===== src/bom_pkg.sv =====
// Constants and types for the power-on and brown-out monitor.
// Assumes a 20 MHz system clock and a slow oscillator near 10 kHz.
package bom_pkg;
    localparam int unsigned ADDR_W = 12;
    // Register indices; byte address is four times the index
    localparam logic [7:0] IDX_PWR = 8'h87;
    localparam logic [7:0] IDX_CTL0 = 8'hA3;
    localparam logic [7:0] IDX_CTL1 = 8'hAB;
    localparam logic [7:0] IDX_CFG = 8'hC0;
    localparam logic [7:0] IDX_UNLK = 8'hC7;
    localparam logic [7:0] IDX_IRQEN = 8'hC8;
    // Field positions
    localparam int PWR_COLD = 4;
    localparam int PWR_DOWN = 1;
    localparam int CFG_EN = 7;
    localparam int CFG_THR = 4;
    localparam int CFG_RSEL = 2;
    localparam int C0_EN = 7;
    localparam int C0_THR = 4;
    localparam int C0_EVT = 3;
    localparam int C0_RSEL = 2;
    localparam int C0_RFLAG = 1;
    localparam int C1_LPS = 1;
    localparam int C1_FLT = 0;
    localparam int IRQ_GLB = 7;
    localparam int IRQ_BO = 2;
    // Unlock keys and reset values
    localparam logic [7:0] KEY_ONE = 8'hAA;
    localparam logic [7:0] KEY_TWO = 8'h55;
    localparam logic [7:0] CTL1_RST = 8'h01;
    localparam logic [7:0] ZERO8 = 8'h00;
    localparam logic [1:0] LPS_NORMAL = 2'h0;
    // Timing
    localparam int unsigned CLK_HZ = 20_000_000;
    localparam int unsigned LSO_HZ = 10_000;
    localparam int unsigned FAST_FILT_CLKS = 32;
    localparam int unsigned SLOW_FILT_TICKS = 2;
    localparam int unsigned WARM_TICKS = 3;
    localparam int unsigned LP1_US = 1600;
    localparam int unsigned LP2_US = 6400;
    localparam int unsigned LP3_US = 25600;
    localparam int unsigned LP1_TICKS = LP1_US * LSO_HZ / 1_000_000;
    localparam int unsigned LP2_TICKS = LP2_US * LSO_HZ / 1_000_000;
    localparam int unsigned LP3_TICKS = LP3_US * LSO_HZ / 1_000_000;
    localparam int unsigned LP_WIN = SLOW_FILT_TICKS + 1;

    typedef enum logic [2:0] {
        TA_IDLE = 3'b001,
        TA_KEY = 3'b010,
        TA_OPEN = 3'b100
    } bom_ta_t;

    typedef struct packed {
        logic en;
        logic [1:0] thr;
        logic evt;
        logic rsel;
        logic rflag;
    } bom_ctl0_t;
endpackage


===== src/bom_monitor.sv =====
// Power-on flag, brown-out detect control and status behind an APB slave.
// Assumes por_reset comes with sys_rst on a cold start, both on clk.
//
// Our own choice: the APB slave port.
`timescale 1ns/100ps
`default_nettype none

// Contract
// - Power-on reset completion sets the cold start flag.
// - Cold start flag survives non-power-on resets; software clears it.
// - Config threshold field selects trip level, 11 lowest to 00 highest.
// - Runtime threshold field changes trip level with same encoding.
// - Comparator ignored for two to three slow ticks after enable.
// - Drop with reset select 0 sets event flag, requests interrupt.
// - Clearing event flag while still low does not re-set it.
// - Recovery above trip level also sets the event flag.
// - Level status is 1 only when enabled and supply low.
// - Drop with reset select 1 requests a brown-out reset.
// - Brown-out reset sets reset flag; only power-on or software clear.
// - Brown-out control writes need the timed unlock sequence each time; the code puts no time limit on the sequence.
// - Low power sense field powers detector periodically, 1.6/6.4/25.6 ms.
// - Filter on by default; writing 0 bypasses it.
// - Config enable bit switches detector on when 1.
// - Config reset select bit chooses reset on drop when 1.
// - Runtime enable bit switches detector on when 1.
// - Event flag interrupts only with both enables set.
// - Every reset loads enable, threshold, reset select from config.
// - Event flag reset value follows config and supply at reset.
// - Low power sense 00 keeps the detector on continuously.
// - Fast filter needs 32 system clocks in normal fast mode.
// - Otherwise filter needs 2 slow oscillator ticks.
module bom_monitor #(
    parameter logic [7:0] CFG_DEFAULT = 8'h84
) (
    input wire logic clk,
    input wire logic sys_rst,
    input wire logic por_reset,
    input wire logic psel,
    input wire logic penable,
    input wire logic pwrite,
    input wire logic [bom_pkg::ADDR_W-1:0] paddr,
    input wire logic [31:0] pwdata,
    output logic [31:0] prdata,
    output logic pready,
    output logic pslverr,
    input wire logic cmp_below_async,
    input wire logic lso_clk_async,
    input wire logic sys_on_low_speed_osc,
    output logic det_power,
    output logic [1:0] trip_level_sel,
    output logic irq_req,
    output logic brownout_reset_req
);
    function automatic logic is_reg(
        input logic [bom_pkg::ADDR_W-1:0] a,
        input logic [7:0] idx
    );
        is_reg = (a == {2'b00, idx, 2'b00});
    endfunction

    function automatic logic [7:0] lp_last(input logic [1:0] m);
        case (m)
            2'h1: lp_last = 8'(bom_pkg::LP1_TICKS - 1);
            2'h2: lp_last = 8'(bom_pkg::LP2_TICKS - 1);
            default: lp_last = 8'(bom_pkg::LP3_TICKS - 1);
        endcase
    endfunction

    logic [1:0] cmp_sync_reg, lso_sync_reg, warm_reg, lps;
    logic [7:0] pwr_reg, cfg_reg, ctl1_reg, irqen_reg, lp_cnt_reg;
    logic [7:0] rd_mux, wd;
    logic [5:0] filt_cnt_reg;
    bom_pkg::bom_ctl0_t ctl0_reg;
    bom_pkg::bom_ta_t ta_reg, ta_next;
    logic lso_prev_reg, lso_tick, valid, lp_sample, filt_reg, fast_mode;
    logic raw_in, level_reg, level_next, drop, recov;
    logic access, commit, hit, wr, wr_prot;

    // two-stage sync; slow clock is sampled, not used as a clock
    // Runs through reset so the event reset value sees the live supply
    always_ff @(posedge clk)
    begin
        cmp_sync_reg <= {cmp_sync_reg[0], cmp_below_async};
        lso_sync_reg <= {lso_sync_reg[0], lso_clk_async};
        lso_prev_reg <= lso_sync_reg[1];
    end
    assign lso_tick = lso_sync_reg[1] & ~lso_prev_reg;

    // APB: one wait state, answer in second access cycle
    assign access = psel & penable & ~pready;
    assign commit = psel & penable & pready;
    assign hit = is_reg(paddr, bom_pkg::IDX_PWR)
        | is_reg(paddr, bom_pkg::IDX_CTL0)
        | is_reg(paddr, bom_pkg::IDX_CTL1)
        | is_reg(paddr, bom_pkg::IDX_CFG)
        | is_reg(paddr, bom_pkg::IDX_UNLK)
        | is_reg(paddr, bom_pkg::IDX_IRQEN);
    assign wr = commit & pwrite & hit;
    assign wd = pwdata[7:0];
    assign wr_prot = wr & (ta_reg == bom_pkg::TA_OPEN);

    always_comb
    begin
        rd_mux = bom_pkg::ZERO8;
        if (is_reg(paddr, bom_pkg::IDX_PWR))
            rd_mux = pwr_reg;
        else if (is_reg(paddr, bom_pkg::IDX_CTL0))
            rd_mux = {ctl0_reg.en, 1'b0, ctl0_reg.thr, ctl0_reg.evt,
                ctl0_reg.rsel, ctl0_reg.rflag, level_reg};
        else if (is_reg(paddr, bom_pkg::IDX_CTL1))
            rd_mux = ctl1_reg;
        else if (is_reg(paddr, bom_pkg::IDX_CFG))
            rd_mux = cfg_reg;
        else if (is_reg(paddr, bom_pkg::IDX_IRQEN))
            rd_mux = irqen_reg;
    end

    always_ff @(posedge clk)
    begin
        if (sys_rst)
        begin
            pready <= 1'b0;
            pslverr <= 1'b0;
            prdata <= 32'h0000_0000;
        end
        else
        begin
            pready <= access;
            pslverr <= access & ~hit;
            prdata <= access ? {24'h00_0000, rd_mux} : 32'h0000_0000;
        end
    end

    // Any write to a mapped register other than the expected key drops the sequence
    always_comb
    begin
        ta_next = ta_reg;
        if (wr)
        begin
            case (ta_reg)
                bom_pkg::TA_IDLE:
                    ta_next = (is_reg(paddr, bom_pkg::IDX_UNLK)
                        && wd == bom_pkg::KEY_ONE)
                        ? bom_pkg::TA_KEY : bom_pkg::TA_IDLE;
                bom_pkg::TA_KEY:
                    ta_next = (is_reg(paddr, bom_pkg::IDX_UNLK)
                        && wd == bom_pkg::KEY_TWO)
                        ? bom_pkg::TA_OPEN : bom_pkg::TA_IDLE;
                default: ta_next = bom_pkg::TA_IDLE;
            endcase
        end
    end

    always_ff @(posedge clk)
    begin
        if (sys_rst)
            ta_reg <= bom_pkg::TA_IDLE;
        else
            ta_reg <= ta_next;
    end

    // Power control: cold start flag survives warm resets
    always_ff @(posedge clk)
    begin
        if (por_reset)
            pwr_reg <= 8'h10;
        else if (sys_rst)
            pwr_reg <= pwr_reg & 8'h10;
        else if (wr && is_reg(paddr, bom_pkg::IDX_PWR))
            pwr_reg <= {wd[7:6], 1'b0, wd[4:0]};
    end

    // Stands in for nonvolatile config; reloaded only at power-on
    always_ff @(posedge clk)
    begin
        if (por_reset)
            cfg_reg <= CFG_DEFAULT;
        else if (wr_prot && is_reg(paddr, bom_pkg::IDX_CFG))
            cfg_reg <= {wd[7], 1'b0, wd[5:2], 2'b00};
    end

    always_ff @(posedge clk)
    begin
        if (sys_rst)
            ctl1_reg <= bom_pkg::CTL1_RST;
        else if (wr_prot && is_reg(paddr, bom_pkg::IDX_CTL1))
            ctl1_reg <= {5'h00, wd[2:0]};
    end
    assign lps = ctl1_reg[bom_pkg::C1_LPS +: 2];

    always_ff @(posedge clk)
    begin
        if (sys_rst)
            irqen_reg <= bom_pkg::ZERO8;
        else if (wr && is_reg(paddr, bom_pkg::IDX_IRQEN))
            irqen_reg <= wd & 8'h84;
    end

    // Control zero; hardware sets win over software clears
    always_ff @(posedge clk)
    begin
        if (sys_rst)
        begin
            ctl0_reg.en <= cfg_reg[bom_pkg::CFG_EN];
            ctl0_reg.thr <= cfg_reg[bom_pkg::CFG_THR +: 2];
            ctl0_reg.rsel <= cfg_reg[bom_pkg::CFG_RSEL];
            ctl0_reg.evt <= cfg_reg[bom_pkg::CFG_EN]
                & ~cfg_reg[bom_pkg::CFG_RSEL] & cmp_sync_reg[1];
            ctl0_reg.rflag <= por_reset ? 1'b0 : ctl0_reg.rflag;
        end
        else if (wr_prot && is_reg(paddr, bom_pkg::IDX_CTL0))
        begin
            ctl0_reg.en <= wd[bom_pkg::C0_EN];
            ctl0_reg.thr <= wd[bom_pkg::C0_THR +: 2];
            ctl0_reg.rsel <= wd[bom_pkg::C0_RSEL];
            ctl0_reg.evt <= wd[bom_pkg::C0_EVT] | (drop & ~ctl0_reg.rsel)
                | recov;
            ctl0_reg.rflag <= wd[bom_pkg::C0_RFLAG] | (drop & ctl0_reg.rsel);
        end
        else
        begin
            ctl0_reg.evt <= ctl0_reg.evt | (drop & ~ctl0_reg.rsel) | recov;
            ctl0_reg.rflag <= ctl0_reg.rflag | (drop & ctl0_reg.rsel);
        end
    end

    always_ff @(posedge clk)
    begin
        if (sys_rst || !ctl0_reg.en)
            warm_reg <= 2'h0;
        else if (lso_tick && warm_reg != 2'(bom_pkg::WARM_TICKS))
            warm_reg <= warm_reg + 2'h1;
    end
    assign valid = (warm_reg == 2'(bom_pkg::WARM_TICKS));

    always_ff @(posedge clk)
    begin
        if (sys_rst || lps == bom_pkg::LPS_NORMAL)
            lp_cnt_reg <= bom_pkg::ZERO8;
        else if (lso_tick)
            lp_cnt_reg <= (lp_cnt_reg >= lp_last(lps))
                ? bom_pkg::ZERO8 : lp_cnt_reg + 8'h01;
    end
    assign lp_sample = lso_tick && lp_cnt_reg == lp_last(lps);

    // Powered a few ticks before each sample so the filter can settle
    always_ff @(posedge clk)
    begin
        if (sys_rst)
            // Kept powered in reset so the event reset value is real
            det_power <= cfg_reg[bom_pkg::CFG_EN];
        else
            det_power <= ctl0_reg.en & (lps == bom_pkg::LPS_NORMAL
                | 9'(lp_cnt_reg) + 9'(bom_pkg::LP_WIN)
                > 9'(lp_last(lps)));
    end

    // Comparator is held while unpowered to avoid false edges
    assign raw_in = det_power ? cmp_sync_reg[1] : filt_reg;
    assign fast_mode = ctl1_reg[bom_pkg::C1_FLT]
        & lps == bom_pkg::LPS_NORMAL & ~sys_on_low_speed_osc
        & ~pwr_reg[bom_pkg::PWR_DOWN];

    always_ff @(posedge clk)
    begin
        if (sys_rst)
        begin
            filt_reg <= 1'b0;
            filt_cnt_reg <= 6'h00;
        end
        else if (!ctl1_reg[bom_pkg::C1_FLT])
        begin
            filt_reg <= raw_in;
            filt_cnt_reg <= 6'h00;
        end
        else if (raw_in == filt_reg)
            filt_cnt_reg <= 6'h00;
        else if (fast_mode
            && filt_cnt_reg == 6'(bom_pkg::FAST_FILT_CLKS - 1))
        begin
            filt_reg <= raw_in;
            filt_cnt_reg <= 6'h00;
        end
        else if (!fast_mode && lso_tick
            && filt_cnt_reg == 6'(bom_pkg::SLOW_FILT_TICKS - 1))
        begin
            filt_reg <= raw_in;
            filt_cnt_reg <= 6'h00;
        end
        else if (fast_mode || lso_tick)
            filt_cnt_reg <= filt_cnt_reg + 6'h01;
    end

    always_comb
    begin
        level_next = level_reg;
        if (!valid)
            level_next = 1'b0;
        else if (lps == bom_pkg::LPS_NORMAL || lp_sample)
            level_next = filt_reg;
    end
    assign drop = valid & level_next & ~level_reg;
    assign recov = valid & ~level_next & level_reg;

    always_ff @(posedge clk)
    begin
        if (sys_rst)
        begin
            level_reg <= 1'b0;
            brownout_reset_req <= 1'b0;
            irq_req <= 1'b0;
            trip_level_sel <= cfg_reg[bom_pkg::CFG_THR +: 2];
        end
        else
        begin
            level_reg <= level_next;
            brownout_reset_req <= drop & ctl0_reg.rsel;
            irq_req <= ctl0_reg.evt & irqen_reg[bom_pkg::IRQ_BO]
                & irqen_reg[bom_pkg::IRQ_GLB];
            trip_level_sel <= ctl0_reg.thr;
        end
    end
endmodule

`default_nettype wire


===== config.mk =====
export PLATFORM = sky130hd
export DESIGN_NAME = bom_monitor
export DESIGN_NICKNAME = d
export VERILOG_FILES = /design/src/bom_pkg.sv /design/src/bom_monitor.sv
export SDC_FILE = /design/constraint.sdc
export NUM_CORES = 1
export LEC_CHECK = 0
export ABC_AREA = 1
export BUFFER_PORTS_ARGS = -buffer_cell sky130_fd_sc_hd__buf_2
export CAP_MARGIN = 20
export CORE_ASPECT_RATIO = 0.5
export CORE_UTILIZATION = 50
export CTS_BUF_LIST = sky130_fd_sc_hd__clkbuf_4
export DETAILED_ROUTE_END_ITERATION = 7
export PLACE_DENSITY_LB_ADDON = 0.05
export SYNTH_ARGS = -nofsm -noshare
export SYNTH_HDL_FRONTEND = slang
export SYNTH_SLANG_ARGS = --single-unit

===== constraint.sdc =====
create_clock -name clk -period 1.86 [get_ports clk]
set_input_delay 0.279 -clock clk [delete_from_list [all_inputs] [get_ports clk]]
set_output_delay 0.279 -clock clk [all_outputs]
set_load 0.01 [all_outputs]

# Yosys cells after proc, flatten, opt, wreduce, memory -nomap -nowiden
# Cells that the tools add are included.
[word_totals]
output_inout_bits = 39
elab_cells = 154
ff_bits = 88
[op_classes]
n_mux = 28
n_lt_le_gt_ge = 2
eq_ne = 22
n_addsub = 4
reduce_logical = 25
bitwise_logic = 46
[op_table]
columns = ["op", "count"]
rows = [
  ["$eq 12x10->1 const B", 6],
  ["$mux 8", 9],
  ["$and 1x1->1", 22],
  ["$pmux 8 s2", 1],
  ["$logic_and 1x1->1", 12],
  ["$mux 1", 12],
  ["$not 1->1", 12],
  ["$or 1x1->1", 12],
  ["$add 8x2->9 const B", 1],
  ["$gt 9x8->1", 1],
  ["$add 8x1->8 const B", 1],
  ["$eq 8x7->1 const B", 1],
  ["$eq 8x8->1", 1],
  ["$eq 8x8->1 const B", 1],
  ["$ge 8x8->1", 1],
  ["$add 6x1->6 const B", 1],
  ["$eq 6x1->1 const B", 1],
  ["$eq 6x5->1 const B", 1],
  ["$mux 3", 2],
  ["$mux 6", 1],
  ["$pmux 3 s2", 1],
  ["$reduce_or 5->1", 1],
  ["$eq 2x2->1 const B", 2],
  ["$logic_or 1x1->1", 4],
  ["other kinds (15)", 20],
]

# Longest topological paths before layout
# Gate-level depths: netlist (run 1).
[depth]
ltp_word = 14
mapped_depth = 16

# Worst setup path before layout (run 1)
# OpenSTA, ideal clock, no wires.
[synth_timing]
path_type = "register to register"
startpoint = "reg lp_cnt_reg[0]"
endpoint = "reg det_power"
path_slack_ns = -0.160
n_path_buf = 0
setup_ns = 0.113
required_time_ns = 1.747
stages_incl_launch_ff = 17
synth_period_minus_slack_ns = 2.020
arrival_time_ns = 1.907
cell_sequence = "dfxtp_1 -> inv_1 -> ha_1 -> nor3_1 -> xor2_1 -> inv_1 -> ha_1 -> nand2_1 -> inv_1 -> nand3_1 -> nor2_1 -> nor2_1 -> nand2_1 -> nand2_1 -> nand2_1 -> nand2_1 -> nand2_1"
[synth_between]
elab_chain_cells = 5
[synth_lines]
columns = ["element", "line", "rtl"]
rows = [
  ["from (decl)", "bom_monitor.sv:70", "logic [7:0] pwr_reg, cfg_reg, ctl1_reg, irqen_reg, lp_cnt_reg;"],
  ["from (signal assigned)", "bom_monitor.sv:239", "lp_cnt_reg <= bom_pkg::ZERO8;"],
  ["from (signal assigned)", "bom_monitor.sv:241", "lp_cnt_reg <= (lp_cnt_reg >= lp_last(lps))"],
  ["$add 8x2->9", "bom_monitor.sv:254", "| 9'(lp_cnt_reg) + 9'(bom_pkg::LP_WIN)"],
  ["$gt 9x8->1", "bom_monitor.sv:255", "> 9'(lp_last(lps)));"],
  ["$or 1x1->1", "bom_monitor.sv:254", ""],
  ["$and 1x1->1", "bom_monitor.sv:253", "det_power <= ctl0_reg.en & (lps == bom_pkg::LPS_NORMAL"],
  ["$mux 1", "bom_monitor.sv:249", "if (sys_rst)"],
  ["to (signal assigned)", "bom_monitor.sv:251", "det_power <= cfg_reg[bom_pkg::CFG_EN];"],
  ["to (signal assigned)", "bom_monitor.sv:253", ""],
  ["to (decl)", "bom_monitor.sv:49", "output logic det_power,"],
]
# No other way between the ends.
# A chain may end at the register's enable or synchronous reset.

# Worst setup path in the final report (run 1)
[layout_timing]
startpoint = "reg lp_cnt_reg[1]"
endpoint = "reg det_power"
# Same word-level chain as after synthesis.

==> results_dict.tcl, run 1 <==
set metrics [dict create \
    grt_pass1_vias 2887 \
    slew_viol_final 0 \
    status "finished, violations left" \
    io_buffers 43 \
    hold_viol 0 \
    grt_antenna_before_repair 0 \
    yosys-top-cells-count "nand2_1, inv_1, dfxtp_1" \
    synth_edf_count 5 \
    cts_buffers 9 \
    synth-async-reset-ratio 0 \
    worst_slack_ns -0.1296 \
    worstSetupEndpointType "flop" \
    drt-pass1-iter-count 5 \
    synth_area_um2 3598 \
    path_common_cell "nand2_2" \
    hold-worst-slack_ns 0.1246 \
    synth_top_area_cell "dfxtp_1" \
    ff2ff_setup_slack_ns -0.13 \
    post-route-min-period_ns 1.990 \
    grt_use_total 0.2309 \
    clk_latency_ns 0.41 \
    post_drt_wl_per_cell_um 11.93 \
    violations "negative setup slack" \
    die-area_um2 7561 \
    cts-root-buf "clkbuf_4" \
    cts_sinks 64 \
    placed_area_um2 4055 \
    drt-initial-drc-count 231 \
    cp_slowest_cell "dfxtp_4" \
    cts_buffer_depth 2 \
    critical_path.cell_chain "inv_2 > ha_4 > buf_4 > nor2_1 > xor2_1 > ha_1 > nand3_1 > nor2_1 > nand3_1 > nand2_1 > nand2_2 > nand2_2 > nand2_2 > nand2_1" \
    maxCapViolCount 0 \
    core_um2 6805 \
    start_util 0.5288 \
    routed_via_density 4.889 \
    final-setup-viol-count 5 \
    fin_crit_sh 1.070 \
    overflow 0 \
    vdd.ir_drop.worst_mv 0.6477 \
    fin_skew_ns 0.01444 \
    drtAntennaViolNets 0 \
    synth_cells 504 \
    seq_area_frac_synth 0.3700 \
    critPathLaunchType "flop" \
    yosysMostFrequentCell "nand2_1" \
    fin_nets 658 \
    power_mw 2.699 \
    yosys_register_bits 64 \
    critPathMaxStageDelay_ns 0.38 \
    ys_warn_count 0 \
    ys_types 37 \
    cts_max_level 3 \
    grt_pass1_wl_mm 13.12 \
    n_antenna_cell 0 \
    rows 21 \
    wl_mm 8.185 \
    synth_ff_type "dfxtp_1" \
    place.gp.congestion 0.8989 \
    rsz0062_at_grt "true" \
    syn_to_final_growth_pct 24.20 \
    arrival_ns 2.29 \
    crit_type "flop to flop" \
    avgSynthCellArea_um2 7.140 \
    cts_tree "yes" \
    dr_total_vias 3354 \
    drc 0 \
    p_leak_nw 2.179 \
    path_max_fanout 4 \
    crit_required_ns 2.16 \
    cts.clk_slew.worst_paths_ns 0.11 \
    crit_family "simple AND/OR/NAND/NOR gates" \
    final_area_um2 4469 \
    post-route-util 0.6567 \
    preCtsSetupSlack_ns -0.1743 \
    io-pin-count 92 \
    hp-class "input port to flop" \
    die_height_um 61.99 \
    drive_gt1_frac 0.2660 \
    die_w_um 122.0 \
    power_density_nw_per_um2 604.0 \
    hpwlAfterDp_mm 6.239 \
    grt_max_degree 16 \
    yosys.area.top_type_share 0.3282 \
    fmax_mhz 502.6 \
    worst-path-buf-inv 2 \
    yosys-top-cells-area "dfxtp_1, nand2_1, inv_1, nand3_1, ha_1" \
]
per-stage QoR:
stage               TNS [ns]  instances
floorplan                  0        527
global placement     -0.6221        662
detailed placement   -0.9394        662
CTS                  -0.2483        684
global route          -1.515        686
finish               -0.3206        686
timing repair:
action	CTS	global route
resized for setup	21	22
hold endpoints to repair	2	0
pin swaps	15	13
buffers inserted	4	2
hold buffers	2	0
endpoints found under the setup margin	12	12
path summary, 6_finish.rpt:
check,startpoint,endpoint,depth (start not counted)
setup / recovery,lp_cnt_reg[1],det_power,14
hold / removal,por_reset,pwr_reg[4],3
setup reg to reg,lp_cnt_reg[1],det_power,14
hold reg to reg,lso_sync_reg[0],lso_sync_reg[1],0
cell usage in the layout (no fill, tap or decap), drive strengths merged:
cell type,instances
a211oi,2
a21oi,24
a31oi,1
buf,78
bufinv,2
clkbuf,9
clkinv,6
conb,24
dfxtp,59
dlygate4sd3,2
edfxtp,5
ha,16
inv,74
nand2,114
nand3,43
nand4,9
nor2,62
nor3,14
nor3b,1
nor4,4
o2111a,1
o211ai,5
o21ai,26
o22ai,2
or2,1
xnor2,1
xor2,9
routing by layer:
metal	GRT usage	up-vias	wire [um]
met2	0.3842	76	3740
met4	0.05644	0	73
met3	0.06661	9	389
li1	-	1753	-
met5	0	-	0
met1	0.3016	1516	3982
cells by family (layout without fill, tap and decap cells):
group           after synthesis  in the layout  synth area share
simple gates                248            248            0.3227
flops                        64             64            0.3700
compound gates               61             61           0.09249
other cells                   1             24          0.001042
buf+inv                     104            171            0.1339
fa+ha+maj                    16             16           0.05563
xor+xnor                     10             10           0.02434
layout make-up:
cell class | count | area (um^2)
fill | 634 | 2336
multi-input combinational | 359 | 2063
sequential | 64 | 1341
timing repair buffer | 80 | 505.5
inverter | 75 | 281.5
tap | 92 | 115.1
clock inverter | 7 | 95.09
clock buffer | 9 | 67.56
report_power, final:
group	switching (mW)	internal, mW	leakage, nW	total (mW)
logic	0.134	0.0617	1.56	0.196
clock network	0.537	0.547	0.0879	1.08
registers	0.0114	1.41	0.532	1.42
total	0.682	2.02	2.18	2.70
worst min-delay path: stages:
cell	delay [ns]
buf_2	0.10
o21ai_0	0.07
o21ai_0	0.06
Note: power is estimated with default switching activity, not from simulation.
==> inputs of run 2 (changes only) <==
--- a/config.mk
+++ b/config.mk
@@ -9,7 +9,7 @@
 export BUFFER_PORTS_ARGS = -buffer_cell sky130_fd_sc_hd__buf_2
 export CAP_MARGIN = 20
 export CORE_ASPECT_RATIO = 0.5
-export CORE_UTILIZATION = 50
+export CORE_UTILIZATION = 55
 export CTS_BUF_LIST = sky130_fd_sc_hd__clkbuf_4
 export DETAILED_ROUTE_END_ITERATION = 7
 export PLACE_DENSITY_LB_ADDON = 0.05
==> constraint.sdc (replaced) <==
create_clock -name clk -period 2.07 [get_ports clk]
set_input_delay 0.3105 -clock clk [delete_from_list [all_inputs] [get_ports clk]]
set_output_delay 0.3105 -clock clk [all_outputs]
set_load 0.01 [all_outputs]
==> results_dict.tcl, run 2 (same netlist as run 1, synthesis figures left out) <==
set metrics [dict create \
    vdd.ir_drop.worst_mv 0.3160 \
    wl_met2_mm 3.637 \
    wl_met1_mm 3.797 \
    place.gp.congestion 0.8776 \
    fin_skew_ns 0.008203 \
    worst_slack_ns 0.07516 \
    rows 20 \
    grt_pass1_vias 2834 \
    cts_max_level 3 \
    critPathLaunchType "flop" \
    drive_gt1_frac 0.2306 \
    die_height_um 59.20 \
    rsz0062_at_grt "true" \
    path_common_cell "nand2_1" \
    grt_antenna_before_repair 0 \
    io_buffers 43 \
    layout_commonest_cell "nand2_1" \
    post_drt_wl_per_cell_um 11.91 \
    cts_buffer_depth 2 \
    cp_slowest_cell "dfxtp_2" \
    cts_sinks 64 \
    grt_pass1_wl_mm 12.65 \
    routed_via_density 4.987 \
    n_antenna_cell 0 \
    post-route-util 0.6901 \
    cts-root-buf "clkbuf_4" \
    cts.clk_slew.worst_paths_ns 0.10 \
    critical_path.cell_chain "buf_4 > o21ai_2 > nor2_2 > nand3_2 > xor2_1 > ha_1 > inv_2 > nor3_1 > nand4_1 > nand2_2 > nand2_1 > nand2_1 > nand2_1" \
    crit_required_ns 2.40 \
    critPathMaxStageDelay_ns 0.35 \
    drtAntennaViolNets 0 \
    die-area_um2 6890 \
    maxCapViolCount 0 \
    slew_viol_final 0 \
    power_density_nw_per_um2 534.0 \
    drt-pass1-iter-count 5 \
    cts_buffers 9 \
    met3_length_um 459 \
    fin_nets 645 \
    preCtsSetupSlack_ns -0.07072 \
    final-setup-viol-count 0 \
    hold_viol 0 \
    dr_total_vias 3336 \
    topRoutingLayerUsed "met4" \
    cts_tree "yes" \
    fin_crit_sh 0.9637 \
    status "finished clean" \
    arrival_ns 2.32 \
    start_util 0.5822 \
    io-pin-count 92 \
    hpwlAfterDp_mm 6.069 \
    p_leak_nw 2.063 \
    drt-initial-drc-count 184 \
    grt_use_total 0.2437 \
    fmax_mhz 501.3 \
    syn_to_final_growth_pct 18.53 \
    core_um2 6181 \
    wl_mm 7.970 \
    crit_type "flop to flop" \
    final_cell_mix "nand2_1, inv_1, dfxtp_1" \
    grt_max_degree 16 \
    hp-class "input port to flop" \
    path_max_fanout 3 \
    overflow 0 \
    die_w_um 116.4 \
    drc 0 \
    clk_latency_ns 0.43 \
    worstSetupEndpointType "flop" \
    post-route-min-period_ns 1.995 \
]
-- run 2: cell types whose count changed in the layout (fill, tap and decap cells not counted), moves of 3 or more --
cell	before	now
nor3_2	6	3
nand2_4	4	1
buf_4	33	21
nor3_1	7	10
nand2_1	104	107
-- run 2: worst paths after layout --
check | startpoint | to | slack, ns | cells after the start
max | lp_cnt_reg[1] | det_power | 0.08 | 13
min | sys_rst | level_reg | 0.13 | 2
max reg2reg | lp_cnt_reg[1] | det_power | 0.08 | 13
min reg2reg | cmp_sync_reg[0] | cmp_sync_reg[1] | 0.34 | 0
-- run 2: cell type report --
| class | instances | area, um^2 |
|---|---|---|
| multi-input combinational | 359 | 1999 |
| fill | 573 | 1916 |
| sequential | 64 | 1338 |
| timing repair buffer | 67 | 404.1 |
| inverter | 75 | 284.0 |
| tap | 88 | 110.1 |
| clock buffer | 11 | 82.58 |
| clock inverter | 5 | 47.55 |
-- run 2: metal layers --
layer	vias up	global-route usage
met5	-	0
li1	1724	-
met3	7	0.07771
met2	84	0.3990
met1	1521	0.3170
met4	0	0.05311
-- run 2: critical path: cells and delay by family, from the launching register on --
kind                       cells  cell delay, ns
xor gates and xnor gates       1            0.15
DFF                            1            0.35
adders and majority gates      1            0.34
AOI/OAI and AO/OA              1            0.07
buffers and inverters          2            0.17
and+or+nand+nor                8            0.82
-- run 2: what timing repair did --
| action | CTS | global route |
|---|---|---|
| buffers inserted | 0 | 2 |
| hold buffers | 2 | 0 |
| gates cloned | 0 | 0 |
| hold endpoints to repair | 2 | 0 |
| gates resized for setup | 2 | 34 |
| endpoints found under the setup margin | 2 | 4 |
| pin swaps | 1 | 12 |
-- run 2: through the flow --
step | power, mW | hold slack [ns] | area, um^2 | instances | TNS (ns)
global route | 2.369 | 0.1240 | 4265 | 669 | -0.08596
CTS | 2.290 | 0.1069 | 4128 | 667 | 0
finish | 2.278 | 0.1310 | 4265 | 669 | 0
detailed placement | 1.476 | 0.3154 | 3960 | 649 | -0.09285
floorplan | 1.437 | 0.3096 | 3685 | 527 | 0
global placement | 1.473 | 0.3113 | 3960 | 649 | -0.01035
-- run 2: power breakdown --
group	switching, mW	leakage, nW	internal, mW
Combinational	0.119	1.46	0.0569
Clock	0.440	0.0757	0.384
Sequential	0.0112	0.531	1.27
Total	0.571	2.06	1.71
==> inputs of run 3 (changes only) <==
--- a/config.mk
+++ b/config.mk
@@ -9,8 +9,7 @@
 export BUFFER_PORTS_ARGS = -buffer_cell sky130_fd_sc_hd__buf_2
 export CAP_MARGIN = 20
 export CORE_ASPECT_RATIO = 0.5
-export CORE_UTILIZATION = 55
-export CTS_BUF_LIST = sky130_fd_sc_hd__clkbuf_4
+export CORE_UTILIZATION = 53
 export DETAILED_ROUTE_END_ITERATION = 7
 export PLACE_DENSITY_LB_ADDON = 0.05
 export SYNTH_ARGS = -nofsm -noshare
==> results_dict.tcl, run 3 (same netlist as run 1, synthesis figures left out) <==
set metrics [dict create \
    overflow 0 \
    cts_buffer_depth 2 \
    fillers 557 \
    fin_nets 641 \
    worst_slack_ns 0.1126 \
    drt-pass1-iter-count 5 \
    use_met1 0.2998 \
    final_cell_mix "nand2_1, inv_1, dfxtp_1" \
    cts_tree "yes" \
    grt_use_total 0.2444 \
    cts_buffers 9 \
    status "finished clean" \
    preCtsSetupSlack_ns -0.04693 \
    hpwlAfterDp_mm 6.118 \
    crit_required_ns 2.14 \
    power_mw 2.887 \
    cts_sinks 64 \
    p_leak_nw 2.090 \
    critPathLaunchType "flop" \
    dp.cells 649 \
    fin_skew_ns 0.005069 \
    crit_type "flop to flop" \
    post_drt_wl_per_cell_um 12.08 \
    die_w_um 118.5 \
    io-pin-count 92 \
    use_met2 0.4211 \
    die-area_um2 7143 \
    n_antenna_cell 0 \
    vdd.ir_drop.worst_mv 0.4301 \
    cts.clk_slew.worst_paths_ns 0.05 \
    layout_commonest_cell "nand2_1" \
    syn_to_final_growth_pct 21.28 \
    cts-root-buf "clkbuf_16" \
    io_buffers 43 \
    top_usage_layer "met2" \
    worstSetupEndpointType "flop" \
    start_util 0.5706 \
    grt_pass1_vias 2906 \
    path_max_fanout 3 \
    dr_total_vias 3304 \
    fin_cells 665 \
    maxCapViolCount 0 \
    use_met3 0.07443 \
    clk_latency_ns 0.33 \
    final-setup-viol-count 0 \
    routed_via_density 4.968 \
    place.gp.congestion 0.8156 \
    post-route-util 0.6921 \
    grt_antenna_before_repair 0 \
    fin_crit_sh 0.9456 \
    hp-class "input port to flop" \
    fmax_mhz 510.9 \
    slew_viol_final 0 \
    die_height_um 60.27 \
    cts_max_level 3 \
    drive_gt1_frac 0.2218 \
    arrival_ns 2.02 \
    post-route-min-period_ns 1.957 \
    core_um2 6306 \
    grt_pass1_wl_mm 13.16 \
    drt-initial-drc-count 192 \
    hold-worst-slack_ns 0.08103 \
    grt_max_degree 17 \
    hold_viol 0 \
    power_density_nw_per_um2 661.6 \
    rows 20 \
    drc 0 \
    wl_mm 8.031 \
    drtAntennaViolNets 0 \
    postCtsSetupRepairBufs 0 \
]
==> run 3: final cells by class <==
cell class	instances	area (um^2)	area share
clock buffers	12	236.5	0.05419
clock inverters	4	45.04	0.01032
inverters	75	284.0	0.06508
multi-input cells	359	1986	0.4550
flip-flops and latches	64	1338	0.3065
well taps	88	110.1	0.02523
repair buffers	63	365.4	0.08372
==> run 3: critical path: stages, from the launching register on <==
cell	delay (ns)
dfxtp_2	0.35
inv_4	0.05
ha_4	0.23
ha_1	0.28
nand2_1	0.08
nor2_2	0.13
nand3_2	0.10
nand2_2	0.10
nand2_1	0.06
nand3_2	0.07
nor2_1	0.05
nand3_1	0.10
o211ai_1	0.10
==> run 3: final timing paths <==
path / startpoint / to / cells past startpoint / slack (ns)
max: ctl1_reg[2] / ctl0_reg[0] / 12 / 0.11
min reg2reg: lso_sync_reg[0] / lso_sync_reg[1] / 0 / 0.33
max reg2reg: ctl1_reg[2] / ctl0_reg[0] / 12 / 0.11
min: cmp_below_async / cmp_sync_reg[0] / 1 / 0.08
==> run 3: metal layers <==
metal  wire length, um  share of wire
met3               482          0.060
met5                 0              0
met1              3756           0.47
met4                71         0.0088
met2              3720           0.46
==> run 3: stage by stage <==
stage | setup TNS [ns] | instance area [um^2]
2_1_floorplan | 0 | 3685
3_3_place_gp | -0.004581 | 3960
3_5_place_dp | -0.08112 | 3960
4_1_cts | 0 | 4262
5_1_grt | -0.01913 | 4364
6_report | 0 | 4364
==> run 3: where the power goes <==
part	internal, mW	switching (mW)	leakage [nW]	total, mW
combinational	0.0545	0.118	1.42	0.172
clock	0.925	0.510	0.140	1.44
sequential	1.27	0.0101	0.531	1.28
total	2.25	0.638	2.09	2.89
==> run 3: repair_timing <==
item                                    in CTS  in global routing
pin swaps                                    0                 13
endpoints found under the setup margin       2                  4
cloned                                       0                  0
hold endpoints to repair                     0                  0
resized for setup                            3                 28
hold buffers                                 0                  0
